## src/rtl/btd_cfg.svh

```systemverilog
// Constants of the bundle template decoder: field positions, codes, timing.
// Assumes bundles arrive as 16 bytes, byte 0 in bits 7:0.
`ifndef BTD_CFG_SVH
`define BTD_CFG_SVH

// Bundle geometry
`define BTD_BUNDLE_W    128
`define BTD_BUNDLE_BYTES 16
`define BTD_ADDR_W      64
`define BTD_ALIGN_BITS  4
`define BTD_TMPL_W      5
`define BTD_SLOT_W      41
`define BTD_TMPL_LSB    0
`define BTD_SLOT0_LSB   5
`define BTD_SLOT1_LSB   46
`define BTD_SLOT2_LSB   87
`define BTD_OPC_MSB     40
`define BTD_OPC_LSB     37

// Template codes
`define BTD_TMPL_MII_FIRST  5'h00
`define BTD_TMPL_MII_STOP12 5'h03
`define BTD_TMPL_MLX_FIRST  5'h04
`define BTD_TMPL_MLX_LAST   5'h05
`define BTD_TMPL_MMI_FIRST  5'h08
`define BTD_TMPL_MMI_LAST   5'h0A

// Major opcode codes
`define BTD_ALU_OPC_MIN  4'h8
`define BTD_XBR_OPC_A    4'hC
`define BTD_XBR_OPC_B    4'hD

// Reset value of ready, and phase count
`define BTD_RST_READY    1'b1
`define BTD_PHASES       4

`endif

```

## src/rtl/btd_pkg.sv

```systemverilog
// Types of the bundle template decoder.
// Assumes btd_cfg.svh supplies the widths.
`include "btd_cfg.svh"

package btd_pkg;

  // Execution unit types, one-hot
  typedef enum logic [5:0] {
    BTD_UNIT_NONE = 6'h00,
    BTD_UNIT_M    = 6'h01,
    BTD_UNIT_I    = 6'h02,
    BTD_UNIT_F    = 6'h04,
    BTD_UNIT_B    = 6'h08,
    BTD_UNIT_L    = 6'h10,
    BTD_UNIT_X    = 6'h20
  } btd_unit_e;

  // Instruction types
  typedef enum logic [2:0] {
    BTD_ITYPE_A   = 3'h0,
    BTD_ITYPE_I   = 3'h1,
    BTD_ITYPE_M   = 3'h2,
    BTD_ITYPE_F   = 3'h3,
    BTD_ITYPE_B   = 3'h4,
    BTD_ITYPE_LX  = 3'h5
  } btd_itype_e;

  // Sequencer states, one-hot
  typedef enum logic [1:0] {
    BTD_ST_IDLE  = 2'b01,
    BTD_ST_ISSUE = 2'b10
  } btd_state_e;

  // One issued instruction
  typedef struct packed {
    logic                            valid;
    logic [2*`BTD_SLOT_W-1:0]        insn;
    logic [1:0]                      slot;
    btd_itype_e                      itype;
    btd_unit_e                       unit;
    logic                            stop;
    logic                            extended;
    logic [`BTD_ADDR_W-1:0]          addr;
  } btd_issue_s;

endpackage : btd_pkg

```

## src/rtl/btd_decoder.sv

```systemverilog
// Bundle template decoder: splits bundles into slots, maps units, issues in order.
// Assumes fetch presents one bundle at a time with a valid/ready handshake.
`timescale 1ns/1ps
`default_nettype none
`include "btd_cfg.svh"

// Notes on behaviour
// - Accept aligned 16-byte bundles only
// - Split into template and three slots
// - Little-endian bundle, template in byte 0
// - Data endian select never affects decode
// - Template 00 no stops; 03 two
// - Map slots to units by template
// - Classify instruction into six types
// - Extended spans two slots, opcode picks unit
// - Bundles issued in arrival address order
// - Slots issued 0 through 2
// - Stops flagged to issue logic
// - Fetch then read phases
// - Execute then update phases
// - Group ends at stop
module btd_decoder
  import btd_pkg::*;
(
  // Clock and reset
  input  wire logic                      sys_clk,
  input  wire logic                      reset,
  // Bundle from fetch
  input  wire logic                      bundle_valid,
  input  wire logic [`BTD_BUNDLE_W-1:0]  bundle_data,
  input  wire logic [`BTD_ADDR_W-1:0]    bundle_addr,
  output logic                           bundle_ready_ff,
  // Mode input, deliberately unused by decode
  input  wire logic                      data_big_endian_select,
  // Issue to execution units
  output btd_issue_s                     issue_ff,
  output logic                           group_end_ff,
  output logic [`BTD_PHASES-1:0]         phase_ff,
  // Error pulses
  output logic                           misaligned_ff,
  output logic                           illegal_tmpl_ff
);

  // ----------------------------------------------------------------
  // Held bundle and sequencer state
  // ----------------------------------------------------------------
  btd_state_e                  state_ff;      // Sequencer state
  btd_state_e                  nxt_state;
  logic [`BTD_BUNDLE_W-1:0]    bundle_ff;     // Bundle under issue
  logic [`BTD_BUNDLE_W-1:0]    nxt_bundle;
  logic [`BTD_ADDR_W-1:0]      addr_ff;       // Its address
  logic [`BTD_ADDR_W-1:0]      nxt_addr;
  logic [1:0]                  slot_ff;       // Next slot to issue
  logic [1:0]                  nxt_slot;
  logic                        nxt_ready;
  btd_issue_s                  nxt_issue;
  logic                        nxt_group_end;
  logic [`BTD_PHASES-1:0]      nxt_phase;
  logic                        nxt_misaligned;
  logic                        nxt_illegal;

  // Decoded fields of the held bundle
  logic [`BTD_TMPL_W-1:0]      tmpl;          // Template field
  logic [`BTD_SLOT_W-1:0]      slot_word [3]; // Three slots
  btd_unit_e                   slot_unit [3]; // Unit per slot
  logic [2:0]                  stop_after;    // Stop after slot n
  logic                        accept;

  // ----------------------------------------------------------------
  // Field extraction
  // ----------------------------------------------------------------
  // Byte 0 is bits 7:0 whatever the data byte order; instructions are
  // always little-endian so the endian select is never consulted.
  assign tmpl = bundle_ff[`BTD_TMPL_LSB +: `BTD_TMPL_W];
  assign slot_word[0] = bundle_ff[`BTD_SLOT0_LSB +: `BTD_SLOT_W];
  assign slot_word[1] = bundle_ff[`BTD_SLOT1_LSB +: `BTD_SLOT_W];
  assign slot_word[2] = bundle_ff[`BTD_SLOT2_LSB +: `BTD_SLOT_W];

  // Take a bundle only while idle and advertising ready
  assign accept = bundle_valid && bundle_ready_ff;

  // ----------------------------------------------------------------
  // Template to units and stops
  // ----------------------------------------------------------------
  // Unlisted templates decode to no unit so nothing is dispatched.
  always_comb begin
    slot_unit[0] = BTD_UNIT_NONE;
    slot_unit[1] = BTD_UNIT_NONE;
    slot_unit[2] = BTD_UNIT_NONE;
    stop_after   = 3'b000;
    if (tmpl <= `BTD_TMPL_MII_STOP12) begin
      slot_unit[0] = BTD_UNIT_M;
      slot_unit[1] = BTD_UNIT_I;
      slot_unit[2] = BTD_UNIT_I;
    end else if (tmpl >= `BTD_TMPL_MLX_FIRST && tmpl <= `BTD_TMPL_MLX_LAST) begin
      slot_unit[0] = BTD_UNIT_M;
      slot_unit[1] = BTD_UNIT_L;
      slot_unit[2] = BTD_UNIT_X;
    end else if (tmpl >= `BTD_TMPL_MMI_FIRST && tmpl <= `BTD_TMPL_MMI_LAST) begin
      slot_unit[0] = BTD_UNIT_M;
      slot_unit[1] = BTD_UNIT_M;
      slot_unit[2] = BTD_UNIT_I;
    end
    // Only the template 03 stop layout is encoded; others carry none
    if (tmpl == `BTD_TMPL_MII_STOP12) begin
      stop_after = 3'b110;
    end
  end

  // ----------------------------------------------------------------
  // Classification of one slot
  // ----------------------------------------------------------------
  // An integer or memory slot with a high major opcode is ALU work
  // that either unit could run.
  function automatic btd_itype_e btd_classify(input btd_unit_e unit,
                                              input logic [3:0] opc);
    btd_itype_e t;
    t = BTD_ITYPE_I;
    unique case (unit)
      BTD_UNIT_M: t = (opc >= `BTD_ALU_OPC_MIN) ? BTD_ITYPE_A : BTD_ITYPE_M;
      BTD_UNIT_I: t = (opc >= `BTD_ALU_OPC_MIN) ? BTD_ITYPE_A : BTD_ITYPE_I;
      BTD_UNIT_F: t = BTD_ITYPE_F;
      BTD_UNIT_B: t = BTD_ITYPE_B;
      BTD_UNIT_L: t = BTD_ITYPE_LX;
      BTD_UNIT_X: t = BTD_ITYPE_LX;
      default:    t = BTD_ITYPE_I;
    endcase
    return t;
  endfunction : btd_classify

  // ----------------------------------------------------------------
  // Sequencer next state
  // ----------------------------------------------------------------
  // One instruction leaves per cycle; a bundle is finished before the
  // next is taken, so issue order follows fetch address order.
  always_comb begin
    nxt_state      = state_ff;
    nxt_bundle     = bundle_ff;
    nxt_addr       = addr_ff;
    nxt_slot       = slot_ff;
    nxt_ready      = bundle_ready_ff;
    nxt_issue      = '0;
    nxt_group_end  = 1'b0;
    nxt_misaligned = 1'b0;
    nxt_illegal    = 1'b0;
    unique case (state_ff)
      // Wait for a bundle
      BTD_ST_IDLE: begin
        if (accept) begin
          if (bundle_addr[`BTD_ALIGN_BITS-1:0] != '0) begin
            // Straddling bundle: refused, never decoded
            nxt_misaligned = 1'b1;
          end else begin
            nxt_bundle = bundle_data;
            nxt_addr   = bundle_addr;
            nxt_slot   = 2'd0;
            nxt_state  = BTD_ST_ISSUE;
            nxt_ready  = 1'b0;
          end
        end
      end
      // Issue slots in ascending order
      BTD_ST_ISSUE: begin
        if (slot_unit[0] == BTD_UNIT_NONE) begin
          // Undefined template: drop the whole bundle
          nxt_illegal = 1'b1;
          nxt_state   = BTD_ST_IDLE;
          nxt_ready   = 1'b1;
        end else begin
          nxt_issue.valid = 1'b1;
          nxt_issue.slot  = slot_ff;
          nxt_issue.addr  = addr_ff;
          nxt_issue.insn  = {{`BTD_SLOT_W{1'b0}}, slot_word[slot_ff]};
          nxt_issue.unit  = slot_unit[slot_ff];
          nxt_issue.itype = btd_classify(slot_unit[slot_ff],
                              slot_word[slot_ff][`BTD_OPC_MSB:`BTD_OPC_LSB]);
          nxt_issue.stop  = stop_after[slot_ff];
          nxt_slot        = slot_ff + 2'd1;
          if (slot_unit[slot_ff] == BTD_UNIT_L) begin
            // Long form: slots 1 and 2 leave together as one instruction
            nxt_issue.insn     = {slot_word[2], slot_word[1]};
            nxt_issue.extended = 1'b1;
            nxt_issue.stop     = stop_after[2];
            nxt_issue.unit     =
              (slot_word[2][`BTD_OPC_MSB:`BTD_OPC_LSB] == `BTD_XBR_OPC_A ||
               slot_word[2][`BTD_OPC_MSB:`BTD_OPC_LSB] == `BTD_XBR_OPC_B)
              ? BTD_UNIT_B : BTD_UNIT_I;
            nxt_slot           = 2'd3;
          end
          nxt_group_end = nxt_issue.stop;
          if (nxt_slot == 2'd3) begin
            nxt_state = BTD_ST_IDLE;
            nxt_ready = 1'b1;
          end
        end
      end
      default: begin
        nxt_state = BTD_ST_IDLE;
        nxt_ready = 1'b1;
      end
    endcase
  end

  // ----------------------------------------------------------------
  // Phase tracker next value
  // ----------------------------------------------------------------
  // Bit 0 fetch, 1 read, 2 execute, 3 update: bit 0 marks a bundle taken; each issued
  // instruction walks bits 1 to 3 in order, one cycle apiece.
  always_comb begin
    nxt_phase    = {phase_ff[2], phase_ff[1], 1'b0, 1'b0};
    nxt_phase[0] = accept;
    nxt_phase[1] = nxt_issue.valid;
  end

  // ----------------------------------------------------------------
  // Registers
  // ----------------------------------------------------------------
  always_ff @(posedge sys_clk) begin
    if (reset) begin
      state_ff        <= BTD_ST_IDLE;
      bundle_ff       <= '0;
      addr_ff         <= '0;
      slot_ff         <= 2'd0;
      bundle_ready_ff <= `BTD_RST_READY;
      issue_ff        <= '0;
      group_end_ff    <= 1'b0;
      phase_ff        <= '0;
      misaligned_ff   <= 1'b0;
      illegal_tmpl_ff <= 1'b0;
    end else begin
      state_ff        <= nxt_state;
      bundle_ff       <= nxt_bundle;
      addr_ff         <= nxt_addr;
      slot_ff         <= nxt_slot;
      bundle_ready_ff <= nxt_ready;
      issue_ff        <= nxt_issue;
      group_end_ff    <= nxt_group_end;
      phase_ff        <= nxt_phase;
      misaligned_ff   <= nxt_misaligned;
      illegal_tmpl_ff <= nxt_illegal;
    end
  end

endmodule : btd_decoder
`default_nettype wire

```

## config.mk

```make
export PLATFORM = sky130hd
export DESIGN_NAME = btd_decoder
export DESIGN_NICKNAME = d
export VERILOG_FILES = /design/src/rtl/btd_pkg.sv /design/src/rtl/btd_decoder.sv
export VERILOG_INCLUDE_DIRS = /design/src /design/src/rtl
export SDC_FILE = /design/constraint.sdc
export NUM_CORES = 1
export LEC_CHECK = 0
export BUFFER_PORTS_ARGS = -buffer_cell sky130_fd_sc_hd__buf_2
export CAP_MARGIN = 20
export CORE_ASPECT_RATIO = 0.5
export CORE_MARGIN = 2
export CORE_UTILIZATION = 29
export CTS_CLUSTER_DIAMETER = 60
export DETAILED_ROUTE_END_ITERATION = 8
export GPL_TIMING_DRIVEN = 0
export MAX_ROUTING_LAYER = met4
export SYNTH_ARGS = -nofsm -noshare
export SYNTH_HDL_FRONTEND = slang
export SYNTH_SLANG_ARGS = --single-unit
```

## constraint.sdc

```tcl
create_clock -name sys_clk -period 2.4 [get_ports sys_clk]
set_input_delay 0.24 -clock sys_clk [delete_from_list [all_inputs] [get_ports sys_clk]]
set_output_delay 0.24 -clock sys_clk [all_outputs]
set_load 0.05 [all_outputs]
```

==> impl_metrics.json <==
{
  "outcome": "complete, no violations",
  "yosys.area_share.simple": 0.201,
  "place_inst": 2260,
  "tightest_slew_ps": 748,
  "globalRouteOverflowTotal": 0,
  "peakVddDrop_uv": 283,
  "vias": 11355,
  "routed_wl_microns": 41300,
  "grt_pass1_vias": 11300,
  "layout.cells.non_filler": 2517,
  "finalCriticalPeriod_ps": 2320,
  "fp.dieH_microns": 149,
  "ys_seq_area_frac": 0.592,
  "synth_edf_count": 0,
  "drive_gt1_frac": 0.232,
  "finalInstanceArea_sq_mm": 0.0178,
  "grt_pass1_wl_microns": 61500,
  "drt-pass1-iter-count": 5,
  "synth_cells": 1358,
  "dp_hpwl_microns": 29200,
  "worstPathRequired_ps": 2840,
  "layout_setup_ws_ps": 75.9,
  "cts_sinks": 360,
  "synthArstFlopShare": 0,
  "whs_ps": 8.58,
  "antenna_found_initial": 5,
  "synth_top_family_by_area": "simple AND/OR/NAND/NOR gates",
  "yosysTopAreaCell": "dfxtp_1",
  "die_area_sq_mm": 0.0437,
  "hold_class": "in -> reg",
  "max_stage_delay_ps": 580,
  "core_area_sq_mm": 0.0409,
  "synth_compound_area_frac": 0.134,
  "power_uw": 12200,
  "yosysTopAreaCellShare": 0.592,
  "p_comb_frac": 0.052,
  "row_count": 52,
  "gr-usage-all-layers": 0.188,
  "critPathArrivalTime_ps": 2770,
  "drc_errors": 0,
  "clk_path_buf_depth": 3,
  "preCtsSetupSlack_ps": -566,
  "io_pins": 364,
  "dpl_cell_area_sq_mm": 0.0147,
  "power_switching_uw": 2680,
  "leakagePower_uw": 0.00728,
  "worstSetupStartpointType": "flip-flop",
  "cpMaxStageDelayCell": "or4b_4",
  "synthMuxAreaShare": 0.0337,
  "cts_tree": "yes",
  "ff_latch_area_sq_mm": 0.00721,
  "hold_depth": 3,
  "port_buffers": 361,
  "dieWidth_microns": 294,
  "drv_cap": 0,
  "syn_area_sq_mm": 0.0122,
  "synthAdderAreaFrac": 0,
  "ys_seq_elements": 360,
  "synth_commonest_cells": "nand2_1 (381), dfxtp_1 (360), a21oi_1 (231)",
  "synth.area.top_cells": "dfxtp_1 (59%), nand2_1 (12%), a21oi_1 (9.5%), and2_1 (5.3%), mux2i_1 (3.4%)",
  "multi_input_area_sq_mm": 0.00453,
  "fillers": 4033,
  "critPathMostFrequentCell": "buf_6",
  "setup_viol": 0,
  "htree_levels": 2,
  "fin_crit_sh": 0.968,
  "p_per_area_mw_per_mm2": 684,
  "fmax_ghz": 0.430,
  "avgRoutedWirePerCell_microns": 16.4,
  "seq_power_share": 0.496,
  "rsz0062_at_grt": "false",
  "area_growth_syn_to_layout_pct": 46.3,
  "cp_cell_sequence": "or4b_4 > or3b_4 > nor4b_4 > buf_6 > buf_8 > buf_6 > o2bb2ai_1",
  "p_int_uw": 9490,
  "hold_viol": 0,
  "synth_cell_types": 39,
  "gp_congestion": 0.837,
  "synth-main-ff-cell": "dfxtp_1",
  "synth_most_common_cell": "nand2_1",
  "layout.nets": 2143,
  "cts-root-buf": "clkbuf_16",
  "pwr-share-clk": 0.452,
  "clk_latency_ps": 530,
  "ff2ff_path_depth": 7,
  "slew_violations": 0,
  "via_per_inst": 4.51,
  "p_sw_frac": 0.220,
  "grt_start_max_net_pins": 16,
  "first_iter_violations": 491,
  "slew_headroom": 0.501,
  "fin_skew_ps": 21.8,
  "cts_buffers": 36,
  "critical_path.max_fanout": 10,
  "synth_warnings": 0,
  "critPathCaptureType": "flip-flop",
  "start_util": 0.297,
  "final_antenna_net_count": 0,
  "clk_pin_slew_ps": 60,
  "syn_area_per_cell_sq_um": 8.96,
  "synthXorXnorAreaFrac": 0.000720,
  "crit_type": "reg -> reg"
}
[state kept, by name (all words and copies together), names as in the netlist]
register / flops
phase_ff: 4
misaligned_ff: 1
slot_ff: 2
illegal_tmpl_ff: 1
group_end_ff: 1
state_ff: 2
addr_ff: 64
issue_ff: 157
bundle_ff: 128
[stage by stage]
stage	setup TNS, ps	utilization
3_3_place_gp	-90580	0.358
4_1_cts	0	0.432
6_report	0	0.435
2_1_floorplan	0	-
5_1_grt	0	0.435
3_5_place_dp	-91060	0.358
[cell families after synthesis]
| family | Yosys count |
|---|---|
| AOI/OAI and AO/OA | 287 |
| xor gates and xnor gates | 1 |
| buffers and inverters | 107 |
| DFF | 360 |
| muxes | 41 |
| other | 1 |
| and+or+nand+nor | 561 |
[routing by layer]
| metal | GRT usage | vias to the layer above | share of wire |
|---|---|---|---|
| met1 | 0.201 | 5313 | 0.39 |
| met5 | - | - | 0 |
| met4 | 0.102 | 0 | 0.054 |
| met3 | 0.0276 | 129 | 0.036 |
| met2 | 0.338 | 276 | 0.52 |
| li1 | - | 5637 | - |
[layout by cell type, fill, tap and decap left out, drive strengths merged]
master	instances
a2111oi	1
a211o	1
a211oi	1
a21o	4
a21oi	231
a31oi	2
and2	103
and4	1
buf	382
bufinv	1
clkbuf	140
clkinv	6
clkinvlp	1
conb	2
dfxtp	360
diode	5
dlygate4sd3	183
inv	7
mux2i	41
nand2	381
nand2b	5
nand3	2
nand4	1
nor2	54
nor2b	3
nor3	3
nor3b	1
nor4b	2
o211a	1
o21a	1
o22a	1
o22ai	2
o2bb2ai	41
o31ai	1
or3	1
or3b	2
or4	1
or4b	1
xnor2	1
[power groups by stage]
stage	Sequential [uW]	Combinational, uW	Clock [uW]
2_1_floorplan	6180	138	0
3_3_place_gp	6180	386	0
3_5_place_dp	6180	387	0
4_1_cts	6040	627	5630
5_1_grt	6040	679	5910
6_report	6040	630	5500
[layout make-up]
| class | count | area share |
|---|---|---|
| sequential | 360 | 0.405 |
| multi-input combinational | 892 | 0.254 |
| timing repair buffer | 550 | 0.209 |
| clock buffer | 51 | 0.0578 |
| tap | 540 | 0.0380 |
| buffer | 104 | 0.0282 |
| clock inverter | 12 | 0.00598 |
| antenna | 5 | 0.000703 |
| inverter | 3 | 0.000633 |
[final timing paths]
kind,slack (ps),to,startpoint
min reg2reg,450,addr_ff[62],addr_ff[62]
max reg2reg,80,issue_ff[109],bundle_ff[1]
max,80,issue_ff[109],bundle_ff[1]
min,9,bundle_ff[44],bundle_data[44]
[critical path: cells and delay by family, from the launching register on]
family	cells	cell delay (ps)
AOI/OAI and AO/OA	1	130
buffers and inverters	3	460
DFF	1	360
and+or+nand+nor	3	1280
[timing repair]
item | in CTS | in global routing
pin swaps | 1 | 2
cloned | 0 | 3
resized for setup | 16 | 33
hold buffers | 183 | 0
endpoints found under the hold margin | 183 | 0
setup buffers | 1 | 2
endpoints found under the setup margin | 126 | 225
Note: power is estimated with default switching activity, not from simulation.
